`src/core/rdt_consts.svh`:
```
// Register indices, field positions and reset values of the reload timers.
// Assumes inclusion by the timer package, the timer top and the bench; guarded.
`ifndef RDT_CONSTS_SVH
`define RDT_CONSTS_SVH

// ****************************************************************
// Register indices (byte address is four times the index)
// ****************************************************************
`define RDT_CTL_BASE 10'h080
`define RDT_STRIDE 3
`define RDT_OFS_CTL 0
`define RDT_OFS_LOW 1
`define RDT_OFS_HIGH 2
`define RDT_SRC_IDX 10'h098
`define RDT_TOUT_IDX 10'h099

// ****************************************************************
// Control register fields
// ****************************************************************
`define RDT_BIT_EN 0
`define RDT_BIT_RST 1
`define RDT_DIV_LO 2
`define RDT_DIV_HI 3
`define RDT_BIT_MODE 4
`define RDT_BIT_IEN 6
`define RDT_BIT_FLAG 7

// ****************************************************************
// Prescaler terminal counts and reset values
// ****************************************************************
`define RDT_TERM_4 8'h03
`define RDT_TERM_16 8'h0f
`define RDT_TERM_64 8'h3f
`define RDT_TERM_256 8'hff
`define RDT_CNT_RST 16'h0000
`define RDT_BYTE_RST 8'h00

`endif

```
`src/core/rdt_pkg.sv`:
```
// Types shared by the reload timer block.
// Assumes the constants header sits beside it.
package rdt_pkg;
    `include "rdt_consts.svh"

    // Input source choice of timers 0-3
    typedef enum logic [1:0] {
        RDT_SRC_SYS = 2'h0,
        RDT_SRC_RTC = 2'h1,
        RDT_SRC_EVT = 2'h2
    } rdt_src_e;

    typedef logic [15:0] rdt_count_t;
    typedef logic [7:0] rdt_byte_t;
    typedef logic [9:0] rdt_index_t;
endpackage

```
`src/core/rdt_top.sv`:
```
// Six 16-bit reload down-count timers with an APB register slave.
// Assumes one clock pclk at 125 MHz; pins arrive asynchronous to it.
//
// Functional notes
// Each timer has its own 16-bit down-counter and 16-bit reload value.
// Prescaler divides input clock by 4, 16, 64 or 256.
// Six timers run independently; only input pins, source select and output enables are shared.
// Start value zero wraps to all ones first, longest period.
// Timeout equals prescaler ratio times reload, zero counting as 65536.
// Single-pass: at zero counting stops and run-enable clears itself.
// Host restarts a halted single-pass timer by writing run-enable to one.
// Continuous: at zero reload from reload bytes and keep counting.
// Count reads while running never disturb counting.
// Low count read latches high byte; host reads low before high.
// End-of-count flag sets only on the step from one to zero.
// Loading zero into the counter never sets the flag.
// Flag with interrupt enable raises the interrupt request.
// Reading the control register clears flag and interrupt request.
// Timers 0-3 pick system clock, real-time clock or an event pin.
// Real-time source counts on falling edges of the oscillator output.
// Event pin counting bypasses prescaler, one step per rising edge.
// Host keeps event rate below half the system clock.
// Event pin edge updates the counter on the fifth clock edge.
// Timers 4 and 5 toggle their output pin at each end of count.
// Timer output feature is off after reset until enabled.
// Control bits: enable 0, restart 1, divide 3:2, mode 4, irq enable 6.
// Reload bytes are write-only, sharing addresses with read-only count.
// Writing one to the restart bit loads reload into counter.
// Prescaler restarts from zero on enable or reload.
`include "rdt_consts.svh"
module rdt_top
(
    input wire logic pclk,
    input wire logic presetn,
    input wire logic psel,
    input wire logic penable,
    input wire logic pwrite,
    input wire logic [11:0] paddr,
    input wire logic [31:0] pwdata,
    output logic [31:0] prdata,
    output logic pready,
    output logic pslverr,
    input wire logic event_pin_a,
    input wire logic event_pin_b,
    input wire logic rtc_osc_output,
    output logic [5:0] irq,
    output logic timer_out_pin_four,
    output logic timer_out_pin_five
);
    import rdt_pkg::*;

    // ****************************************************************
    // Functions
    // ****************************************************************
    // Register hit for timer t, field f
    function automatic logic rdt_hit(input rdt_index_t idx, input int t, input int f);
        rdt_hit = (idx == 10'(`RDT_CTL_BASE + `RDT_STRIDE * t + f));
    endfunction

    // Prescaler terminal count from divide select
    function automatic rdt_byte_t rdt_term(input logic [1:0] sel);
        unique case (sel)
            2'h0: rdt_term = `RDT_TERM_4;
            2'h1: rdt_term = `RDT_TERM_16;
            2'h2: rdt_term = `RDT_TERM_64;
            2'h3: rdt_term = `RDT_TERM_256;
        endcase
    endfunction

    // ****************************************************************
    // State
    // ****************************************************************
    logic [5:0] en_reg, rst_reg, mode_reg, ien_reg, flag_reg, irq_reg;
    logic [1:0] div_reg [6];
    rdt_count_t cnt_reg [6];
    rdt_count_t rld_reg [6];
    rdt_byte_t hold_reg [6];
    rdt_byte_t pre_reg [6];
    rdt_src_e src_reg [4];
    logic [1:0] tout_en_reg, tout_reg;
    logic pready_reg, pslverr_reg;
    logic [31:0] prdata_reg;
    logic [2:0] a_sync_reg, b_sync_reg, r_sync_reg;
    logic [1:0] a_dly_reg, b_dly_reg;

    // ****************************************************************
    // Bus decode
    // ****************************************************************
    logic capture, commit, rd_cap, wr_do, mapped;
    rdt_index_t idx;
    logic [5:0] rd_ctl, rd_low, wr_ctl, wr_low, wr_high;
    rdt_byte_t rd_val;
    logic [7:0] wb;

    // Capture one cycle into access, finish on the next
    assign capture = psel & penable & ~pready_reg;
    assign commit = psel & penable & pready_reg;
    assign rd_cap = capture & ~pwrite;
    assign wr_do = commit & pwrite;
    assign idx = paddr[11:2];
    assign wb = pwdata[7:0];

    // Per-timer strobes and read mux
    always_comb begin
        mapped = (idx == `RDT_SRC_IDX) | (idx == `RDT_TOUT_IDX);
        rd_val = `RDT_BYTE_RST;
        rd_ctl = 6'h00;
        rd_low = 6'h00;
        wr_ctl = 6'h00;
        wr_low = 6'h00;
        wr_high = 6'h00;
        for (int i = 0; i < 6; i++) begin
            if (rdt_hit(idx, i, `RDT_OFS_CTL)) begin
                mapped = 1'b1;
                rd_ctl[i] = rd_cap;
                wr_ctl[i] = wr_do;
                rd_val = {flag_reg[i], ien_reg[i], 1'b0, mode_reg[i],
                          div_reg[i], rst_reg[i], en_reg[i]};
            end
            if (rdt_hit(idx, i, `RDT_OFS_LOW)) begin
                mapped = 1'b1;
                rd_low[i] = rd_cap;
                wr_low[i] = wr_do;
                rd_val = cnt_reg[i][7:0];
            end
            if (rdt_hit(idx, i, `RDT_OFS_HIGH)) begin
                mapped = 1'b1;
                wr_high[i] = wr_do;
                rd_val = hold_reg[i];
            end
        end
        if (idx == `RDT_SRC_IDX) begin
            rd_val = {src_reg[3], src_reg[2], src_reg[1], src_reg[0]};
        end
        if (idx == `RDT_TOUT_IDX) begin
            rd_val = {6'h00, tout_en_reg};
        end
    end

    // APB answer, registered so outputs come from flops
    always_ff @(posedge pclk or negedge presetn) begin
        if (!presetn) begin
            pready_reg <= 1'b0;
            pslverr_reg <= 1'b0;
            prdata_reg <= 32'h00000000;
        end else begin
            pready_reg <= capture;
            pslverr_reg <= capture & ~mapped;
            if (rd_cap) begin
                prdata_reg <= mapped ? {24'h000000, rd_val} : 32'h00000000;
            end
        end
    end

    // ****************************************************************
    // Pin synchronisers and edge detection
    // ****************************************************************
    // Two flops before use; third stage only feeds edge detect
    always_ff @(posedge pclk or negedge presetn) begin
        if (!presetn) begin
            a_sync_reg <= 3'h0;
            b_sync_reg <= 3'h0;
            r_sync_reg <= 3'h0;
            a_dly_reg <= 2'h0;
            b_dly_reg <= 2'h0;
        end else begin
            a_sync_reg <= {a_sync_reg[1:0], event_pin_a};
            b_sync_reg <= {b_sync_reg[1:0], event_pin_b};
            r_sync_reg <= {r_sync_reg[1:0], rtc_osc_output};
            // Extra delay aligns event update with the fifth edge
            a_dly_reg <= {a_dly_reg[0], a_sync_reg[1] & ~a_sync_reg[2]};
            b_dly_reg <= {b_dly_reg[0], b_sync_reg[1] & ~b_sync_reg[2]};
        end
    end

    logic rtc_fall;
    assign rtc_fall = ~r_sync_reg[1] & r_sync_reg[2];

    // ****************************************************************
    // Tick generation
    // ****************************************************************
    logic [5:0] raw, evt, pre_end, tick, eoc, load, pre_clr;

    always_comb begin
        for (int i = 0; i < 6; i++) begin
            raw[i] = 1'b1;
            evt[i] = 1'b0;
            if (i < 4) begin
                unique case (src_reg[i % 4])
                    RDT_SRC_RTC: raw[i] = rtc_fall;
                    RDT_SRC_EVT: begin
                        raw[i] = 1'b0;
                        evt[i] = 1'b1;
                    end
                    default: raw[i] = 1'b1;
                endcase
            end
            pre_end[i] = raw[i] & (pre_reg[i] == rdt_term(div_reg[i]));
            tick[i] = en_reg[i] & (evt[i] ? ((i % 2 == 0) ? a_dly_reg[1] : b_dly_reg[1])
                                           : pre_end[i]);
            eoc[i] = tick[i] & (cnt_reg[i] == 16'h0001);
            load[i] = wr_ctl[i] & wb[`RDT_BIT_RST];
            pre_clr[i] = load[i] | (wr_ctl[i] & wb[`RDT_BIT_EN] & ~en_reg[i]);
        end
    end

    // ****************************************************************
    // Control registers
    // ****************************************************************
    // Host write sets fields; single-pass halt clears enable
    always_ff @(posedge pclk or negedge presetn) begin
        if (!presetn) begin
            en_reg <= 6'h00;
            rst_reg <= 6'h00;
            mode_reg <= 6'h00;
            ien_reg <= 6'h00;
            div_reg <= '{default: 2'h0};
        end else begin
            for (int i = 0; i < 6; i++) begin
                if (wr_ctl[i]) begin
                    en_reg[i] <= wb[`RDT_BIT_EN];
                    rst_reg[i] <= wb[`RDT_BIT_RST];
                    mode_reg[i] <= wb[`RDT_BIT_MODE];
                    ien_reg[i] <= wb[`RDT_BIT_IEN];
                    div_reg[i] <= wb[`RDT_DIV_HI:`RDT_DIV_LO];
                end else if (eoc[i] & ~mode_reg[i]) begin
                    en_reg[i] <= 1'b0;
                end
            end
        end
    end

    // Source select and output enables
    always_ff @(posedge pclk or negedge presetn) begin
        if (!presetn) begin
            tout_en_reg <= 2'h0;
            src_reg <= '{default: RDT_SRC_SYS};
        end else begin
            if (wr_do & (idx == `RDT_TOUT_IDX)) begin
                tout_en_reg <= wb[1:0];
            end
            if (wr_do & (idx == `RDT_SRC_IDX)) begin
                for (int i = 0; i < 4; i++) begin
                    src_reg[i] <= rdt_src_e'(wb[2*i +: 2]);
                end
            end
        end
    end

    // Reload bytes are write-only
    always_ff @(posedge pclk or negedge presetn) begin
        if (!presetn) begin
            rld_reg <= '{default: `RDT_CNT_RST};
        end else begin
            for (int i = 0; i < 6; i++) begin
                if (wr_low[i]) begin
                    rld_reg[i][7:0] <= wb;
                end
                if (wr_high[i]) begin
                    rld_reg[i][15:8] <= wb;
                end
            end
        end
    end

    // ****************************************************************
    // Prescaler and down-counter
    // ****************************************************************
    // Prescaler runs only while enabled so halted timers stay put
    always_ff @(posedge pclk or negedge presetn) begin
        if (!presetn) begin
            pre_reg <= '{default: `RDT_BYTE_RST};
        end else begin
            for (int i = 0; i < 6; i++) begin
                if (pre_clr[i] | pre_end[i]) begin
                    pre_reg[i] <= `RDT_BYTE_RST;
                end else if (en_reg[i] & raw[i]) begin
                    pre_reg[i] <= pre_reg[i] + 8'h01;
                end
            end
        end
    end

    // Reload write wins over a tick in the same cycle
    always_ff @(posedge pclk or negedge presetn) begin
        if (!presetn) begin
            cnt_reg <= '{default: `RDT_CNT_RST};
        end else begin
            for (int i = 0; i < 6; i++) begin
                if (load[i]) begin
                    cnt_reg[i] <= rld_reg[i];
                end else if (eoc[i] & mode_reg[i]) begin
                    cnt_reg[i] <= rld_reg[i];
                end else if (tick[i]) begin
                    cnt_reg[i] <= cnt_reg[i] - 16'h0001;
                end
            end
        end
    end

    // Low read latches high byte; no effect on counting
    always_ff @(posedge pclk or negedge presetn) begin
        if (!presetn) begin
            hold_reg <= '{default: `RDT_BYTE_RST};
        end else begin
            for (int i = 0; i < 6; i++) begin
                if (rd_low[i]) begin
                    hold_reg[i] <= cnt_reg[i][15:8];
                end
            end
        end
    end

    // ****************************************************************
    // Flag, interrupt and timer output
    // ****************************************************************
    logic [5:0] flag_next;
    // Set beats the clear-on-read so no event is lost
    assign flag_next = eoc | (flag_reg & ~rd_ctl);

    always_ff @(posedge pclk or negedge presetn) begin
        if (!presetn) begin
            flag_reg <= 6'h00;
            irq_reg <= 6'h00;
        end else begin
            flag_reg <= flag_next;
            irq_reg <= flag_next & ien_reg;
        end
    end

    always_ff @(posedge pclk or negedge presetn) begin
        if (!presetn) begin
            tout_reg <= 2'h0;
        end else begin
            tout_reg <= tout_reg ^ (tout_en_reg & eoc[5:4]);
        end
    end

    assign prdata = prdata_reg;
    assign pready = pready_reg;
    assign pslverr = pslverr_reg;
    assign irq = irq_reg;
    assign timer_out_pin_four = tout_reg[0];
    assign timer_out_pin_five = tout_reg[1];

    // ****************************************************************
    // Checks
    // ****************************************************************
    for (genvar g = 0; g < 6; g++) begin : g_chk
        property p_single_halt;
            @(posedge pclk) disable iff (!presetn)
            (eoc[g] & ~mode_reg[g] & ~wr_ctl[g]) |=> (!en_reg[g] && cnt_reg[g] == 16'h0000);
        endproperty
        a_single_halt: assert property (p_single_halt) else $error("single pass not halted");
        // A host write in the reload cycle may legally stop the timer
        property p_cont_reload;
            @(posedge pclk) disable iff (!presetn)
            (eoc[g] & mode_reg[g] & ~wr_ctl[g])
                |=> (cnt_reg[g] == $past(rld_reg[g]) && en_reg[g]);
        endproperty
        a_cont_reload: assert property (p_cont_reload) else $error("continuous reload wrong");
        property p_flag_cause;
            @(posedge pclk) disable iff (!presetn)
            $rose(flag_reg[g]) |-> ($past(tick[g]) && $past(cnt_reg[g]) == 16'h0001);
        endproperty
        a_flag_cause: assert property (p_flag_cause) else $error("flag set without end of count");
        // Flag and request drop together at the capture edge
        property p_read_clear;
            @(posedge pclk) disable iff (!presetn)
            (rd_ctl[g] & ~eoc[g]) |=> (!flag_reg[g] && !irq[g]);
        endproperty
        a_read_clear: assert property (p_read_clear) else $error("control read did not clear");
        property p_irq_follow;
            @(posedge pclk) disable iff (!presetn)
            (flag_reg[g] & ien_reg[g] & ~rd_ctl[g]) |=> irq[g];
        endproperty
        a_irq_follow: assert property (p_irq_follow) else $error("interrupt not raised");
        property p_restart_load;
            @(posedge pclk) disable iff (!presetn)
            load[g] |=> (cnt_reg[g] == $past(rld_reg[g]) && pre_reg[g] == 8'h00);
        endproperty
        a_restart_load: assert property (p_restart_load) else $error("restart did not load");
        property p_hold_latch;
            @(posedge pclk) disable iff (!presetn)
            rd_low[g] |=> (hold_reg[g] == $past(cnt_reg[g][15:8]));
        endproperty
        a_hold_latch: assert property (p_hold_latch) else $error("high byte not latched");
        property p_count_step;
            @(posedge pclk) disable iff (!presetn)
            (!tick[g] && !load[g]) |=> $stable(cnt_reg[g]);
        endproperty
        a_count_step: assert property (p_count_step) else $error("count moved without tick");
    end

    property p_tout_toggle;
        @(posedge pclk) disable iff (!presetn)
        (eoc[4] & tout_en_reg[0]) |=> (timer_out_pin_four != $past(timer_out_pin_four));
    endproperty
    a_tout_toggle: assert property (p_tout_toggle) else $error("timer output did not toggle");
endmodule

```
`config.mk`:
```
export PLATFORM = sky130hd
export DESIGN_NAME = rdt_top
export DESIGN_NICKNAME = d
export VERILOG_FILES = /design/src/core/rdt_pkg.sv /design/src/core/rdt_top.sv
export VERILOG_INCLUDE_DIRS = /design/src /design/src/core
export SDC_FILE = /design/constraint.sdc
export NUM_CORES = 1
export LEC_CHECK = 0
export BUFFER_PORTS_ARGS = -buffer_cell sky130_fd_sc_hd__buf_2
export CAP_MARGIN = 20
export CORE_ASPECT_RATIO = 0.75
export CORE_MARGIN = 5
export CORE_UTILIZATION = 35
export CTS_BUF_LIST = sky130_fd_sc_hd__clkbuf_16
export DETAILED_ROUTE_END_ITERATION = 10
export REMOVE_ABC_BUFFERS = 1
export SLEW_MARGIN = 25
export SYNTH_ARGS = -nofsm -noshare
export SYNTH_HDL_FRONTEND = slang
export SYNTH_SLANG_ARGS = --single-unit
```
`constraint.sdc`:
```
create_clock -name pclk -period 3.5 [get_ports pclk]
set_clock_uncertainty 0.05 [all_clocks]
set_input_delay 0.35 -clock pclk [delete_from_list [all_inputs] [get_ports pclk]]
set_output_delay 0.35 -clock pclk [all_outputs]
set_load 0.01 [all_outputs]
```
==> metrics.yaml <==
outcome:
  status: "finished, final reports clean"
clock_network:
  clk_pin_slew_ns: 0.06
  clock_latency_ns: 0.55
  hold_buffers: 4
  clock-sinks: 371
  cts_htree_levels: 2
  cts_resized: 0
  postCtsSetupRepairBufs: 0
  cts.path.max_buffers: 3
  cts_root_buf: "clkbuf_16"
  tritoncts: "built"
  cts_buffers: 39
detailed_routing:
  drc: 0
  dr.pass1.iters: 6
  wl_um: 58380
  routedWlPerCell_um: 22.13
  postRouteAntennaNets: 0
  vias: 15130
  drtIter0Drc: 1758
  avgViaCountPerCell: 5.734
sta:
  fin_crit_ns: 3.019
  drv_slew: 0
  max_slew.worst_pin.slew_ns: 0.9619
  period_share_pct: 86.27
  rsz0062_at_grt: "no"
  fmax_mhz: 331.2
  holdWs_ns: 0.06915
  setup_violations: 0
  slew_headroom_pct: 35.28
  finalSetupTns_ns: 0
  hold_viol: 0
floorplan:
  core_area_um2: 54720
  io_pins: 94
  rows: 74
  start_util_pct: 35.48
  die_y_um: 214.0
  die_w_um: 281.9
  dieArea_um2: 60320
yosys:
  synth_edf_count: 0
  yosys_warnings: 0
  yosysUniqueCellTypes: 88
  yosysSeqAreaShare_pct: 47.82
  syn_inst: 1827
  ys.flop_type: "dfrtp_1"
  synthArstFlopShare_pct: 100.0
  syn_area_um2: 19410
  ys_ff_latch: 371
  avgSynthCellArea_um2: 10.63
finish:
  seqCellArea_um2: 9284
  multi_input_area_um2: 9579
  nets: 1954
  fillCellCount: 5265
  stdcell_count: 2638
  drive_above_1_share_pct: 22.22
  synthToLayoutAreaGrowth_pct: 12.34
placed_design:
  hpwl_um: 40610
  place_inst: 2561
  portBuffers: 43
  routabilityCongestion: 0.9582
global_routing:
  gr-usage-met2_pct: 25.17
  grt_pass1_wl_um: 89900
  gr-usage-all-layers_pct: 18.87
  antenna_found_initial: 8
  busiest_layer: "met1"
  use_met3_pct: 5.954
  grt-ovfl-total: 0
  grt_pass1_vias: 14630
  met1_usage_pct: 29.65
  grt_start_max_net_pins: 93
setup_path:
  cp_data_arrival_time_ns: 3.40
  startpoint_type: "flop"
  worst_setup_path_end_kind: "flop"
  crit_required_ns: 3.88
  path_max_fanout: 10
  critical_path.cell_chain: "nor4_1 -> a311oi_1 -> o32ai_1 -> a21oi_2 -> buf_4 -> mux2_4 -> o22a_1"
  cpPeakStageDelay_ns: 0.83
  slowest_stage: "o32ai_1"
  crit_type: "reg -> reg"
pwr:
  max-vdd-ir-drop_mv: 0.3440
  cellPowerDensity_nw_per_um2: 421.1
  p_leak_nw: 9.556
hold_path:
  min_path_type: "in -> reg"
job:
  maxCapViolCount: 0
[area by class of cell]
cell class,instances,share of cell area [%]
Sequential cell,371,42.57
Multi-Input combinational cell,1333,43.92
Tap cell,722,4.142
Clock buffer,39,4.475
Inverter,32,0.5508
Timing Repair Buffer,107,3.511
Clock inverter,31,0.7917
Antenna cell,3,0.03442
[layer usage]
metal,vias up,share of wire (%)
met5,-,0.079
met1,7634,48
met4,8,2.2
met3,106,9.4
li1,6762,-
met2,617,40
[power by group]
part | switching, mW | internal [mW]
sequential | 0.140 | 4.38
combinational | 0.512 | 0.265
clock | 1.78 | 2.11
total | 2.43 | 6.75
[cells in the mapped netlist (13+ instances only)]
master	instances	area share, %
inv_1	32	0.62
or3_1	24	0.77
nor2b_1	15	0.48
nor3_1	56	1.4
nand3_1	40	1.0
mux2_2	219	13
buf_4	26	1.0
clkbuf_1	67	1.3
nand4_1	51	1.6
a21oi_1	72	1.9
nand2_1	160	3.1
dfrtp_1	371	48
ha_1	18	1.2
a211oi_1	20	0.77
nor4_1	17	0.55
xor2_1	74	3.3
o21ai_0	66	1.7
o211ai_1	13	0.50
xnor2_1	38	1.7
nor2_1	137	2.6
mux2i_1	24	1.2
[worst max-delay path, delay by kind of cell (launching register included)]
| family | cells | cell delay (ns) |
|---|---|---|
| AND/OR/NAND/NOR | 1 | 0.30 |
| buffers and inverters | 1 | 0.29 |
| flip-flops | 1 | 0.46 |
| multiplexers | 1 | 0.30 |
| AO/OA/AOI/OAI | 4 | 1.49 |
[cells in the final DEF, fill, tap and decap left out, drive strengths merged, types with 9 or more instances in the layout]
cell / instances
or3: 24
a211oi: 20
a221oi: 9
buf: 103
o21ai: 72
nand2b: 12
nor2b: 15
clkinv: 19
a2bb2oi: 11
a21oi: 73
and2: 10
a2111oi: 9
o31ai: 10
nor4: 19
and3: 11
conb: 24
clkbuf: 39
o22ai: 9
nand3: 40
nor2: 140
xnor2: 38
or4: 9
mux2: 225
nand4: 51
nand2: 160
o211ai: 13
xor2: 74
mux2i: 24
ha: 18
dfrtp: 371
inv: 42
nor3: 60
[worst paths after layout]
check	slack, ns	startpoint	cells past startpoint	end
worst max-delay path	0.48	pre_reg[42]$_DFFE_PN0P_	7	cnt_reg[87]$_DFFE_PN0P_
worst min-delay path	0.07	psel	3	pslverr$_DFF_PN0_
worst max register to register	0.48	pre_reg[42]$_DFFE_PN0P_	7	cnt_reg[87]$_DFFE_PN0P_
worst min register to register	0.30	b_sync_reg[0]$_DFF_PN0_	0	b_sync_reg[1]$_DFF_PN0_
max in group asynchronous	2.06	presetn	3	r_sync_reg[1]$_DFF_PN0_
min in group asynchronous	0.35	presetn	2	rld_reg[18]$_DFFE_PN0P_
[per-stage QoR]
step	area, µm²	total power, mW	util [%]	worst slack [ns]
2_1_floorplan	18930	4.939	-	0.3053
3_3_place_gp	20600	5.327	37.65	0.5792
3_5_place_dp	20600	5.355	37.65	0.5310
4_1_cts	21790	9.256	39.83	0.5093
5_1_grt	21800	9.544	39.85	0.2694
6_report	21810	9.183	39.85	0.4806
[cells by family after synthesis]
group / after synthesis / synth area share, %
fa+ha+maj: 19 / 1.218
other cells: 1 / 0.01932
compound gates: 314 / 11.02
mux: 255 / 15.10
xor+xnor: 112 / 5.053
buf+inv: 146 / 3.532
flops: 371 / 47.82
simple gates: 609 / 16.24
(Power assumes the default switching activity.)
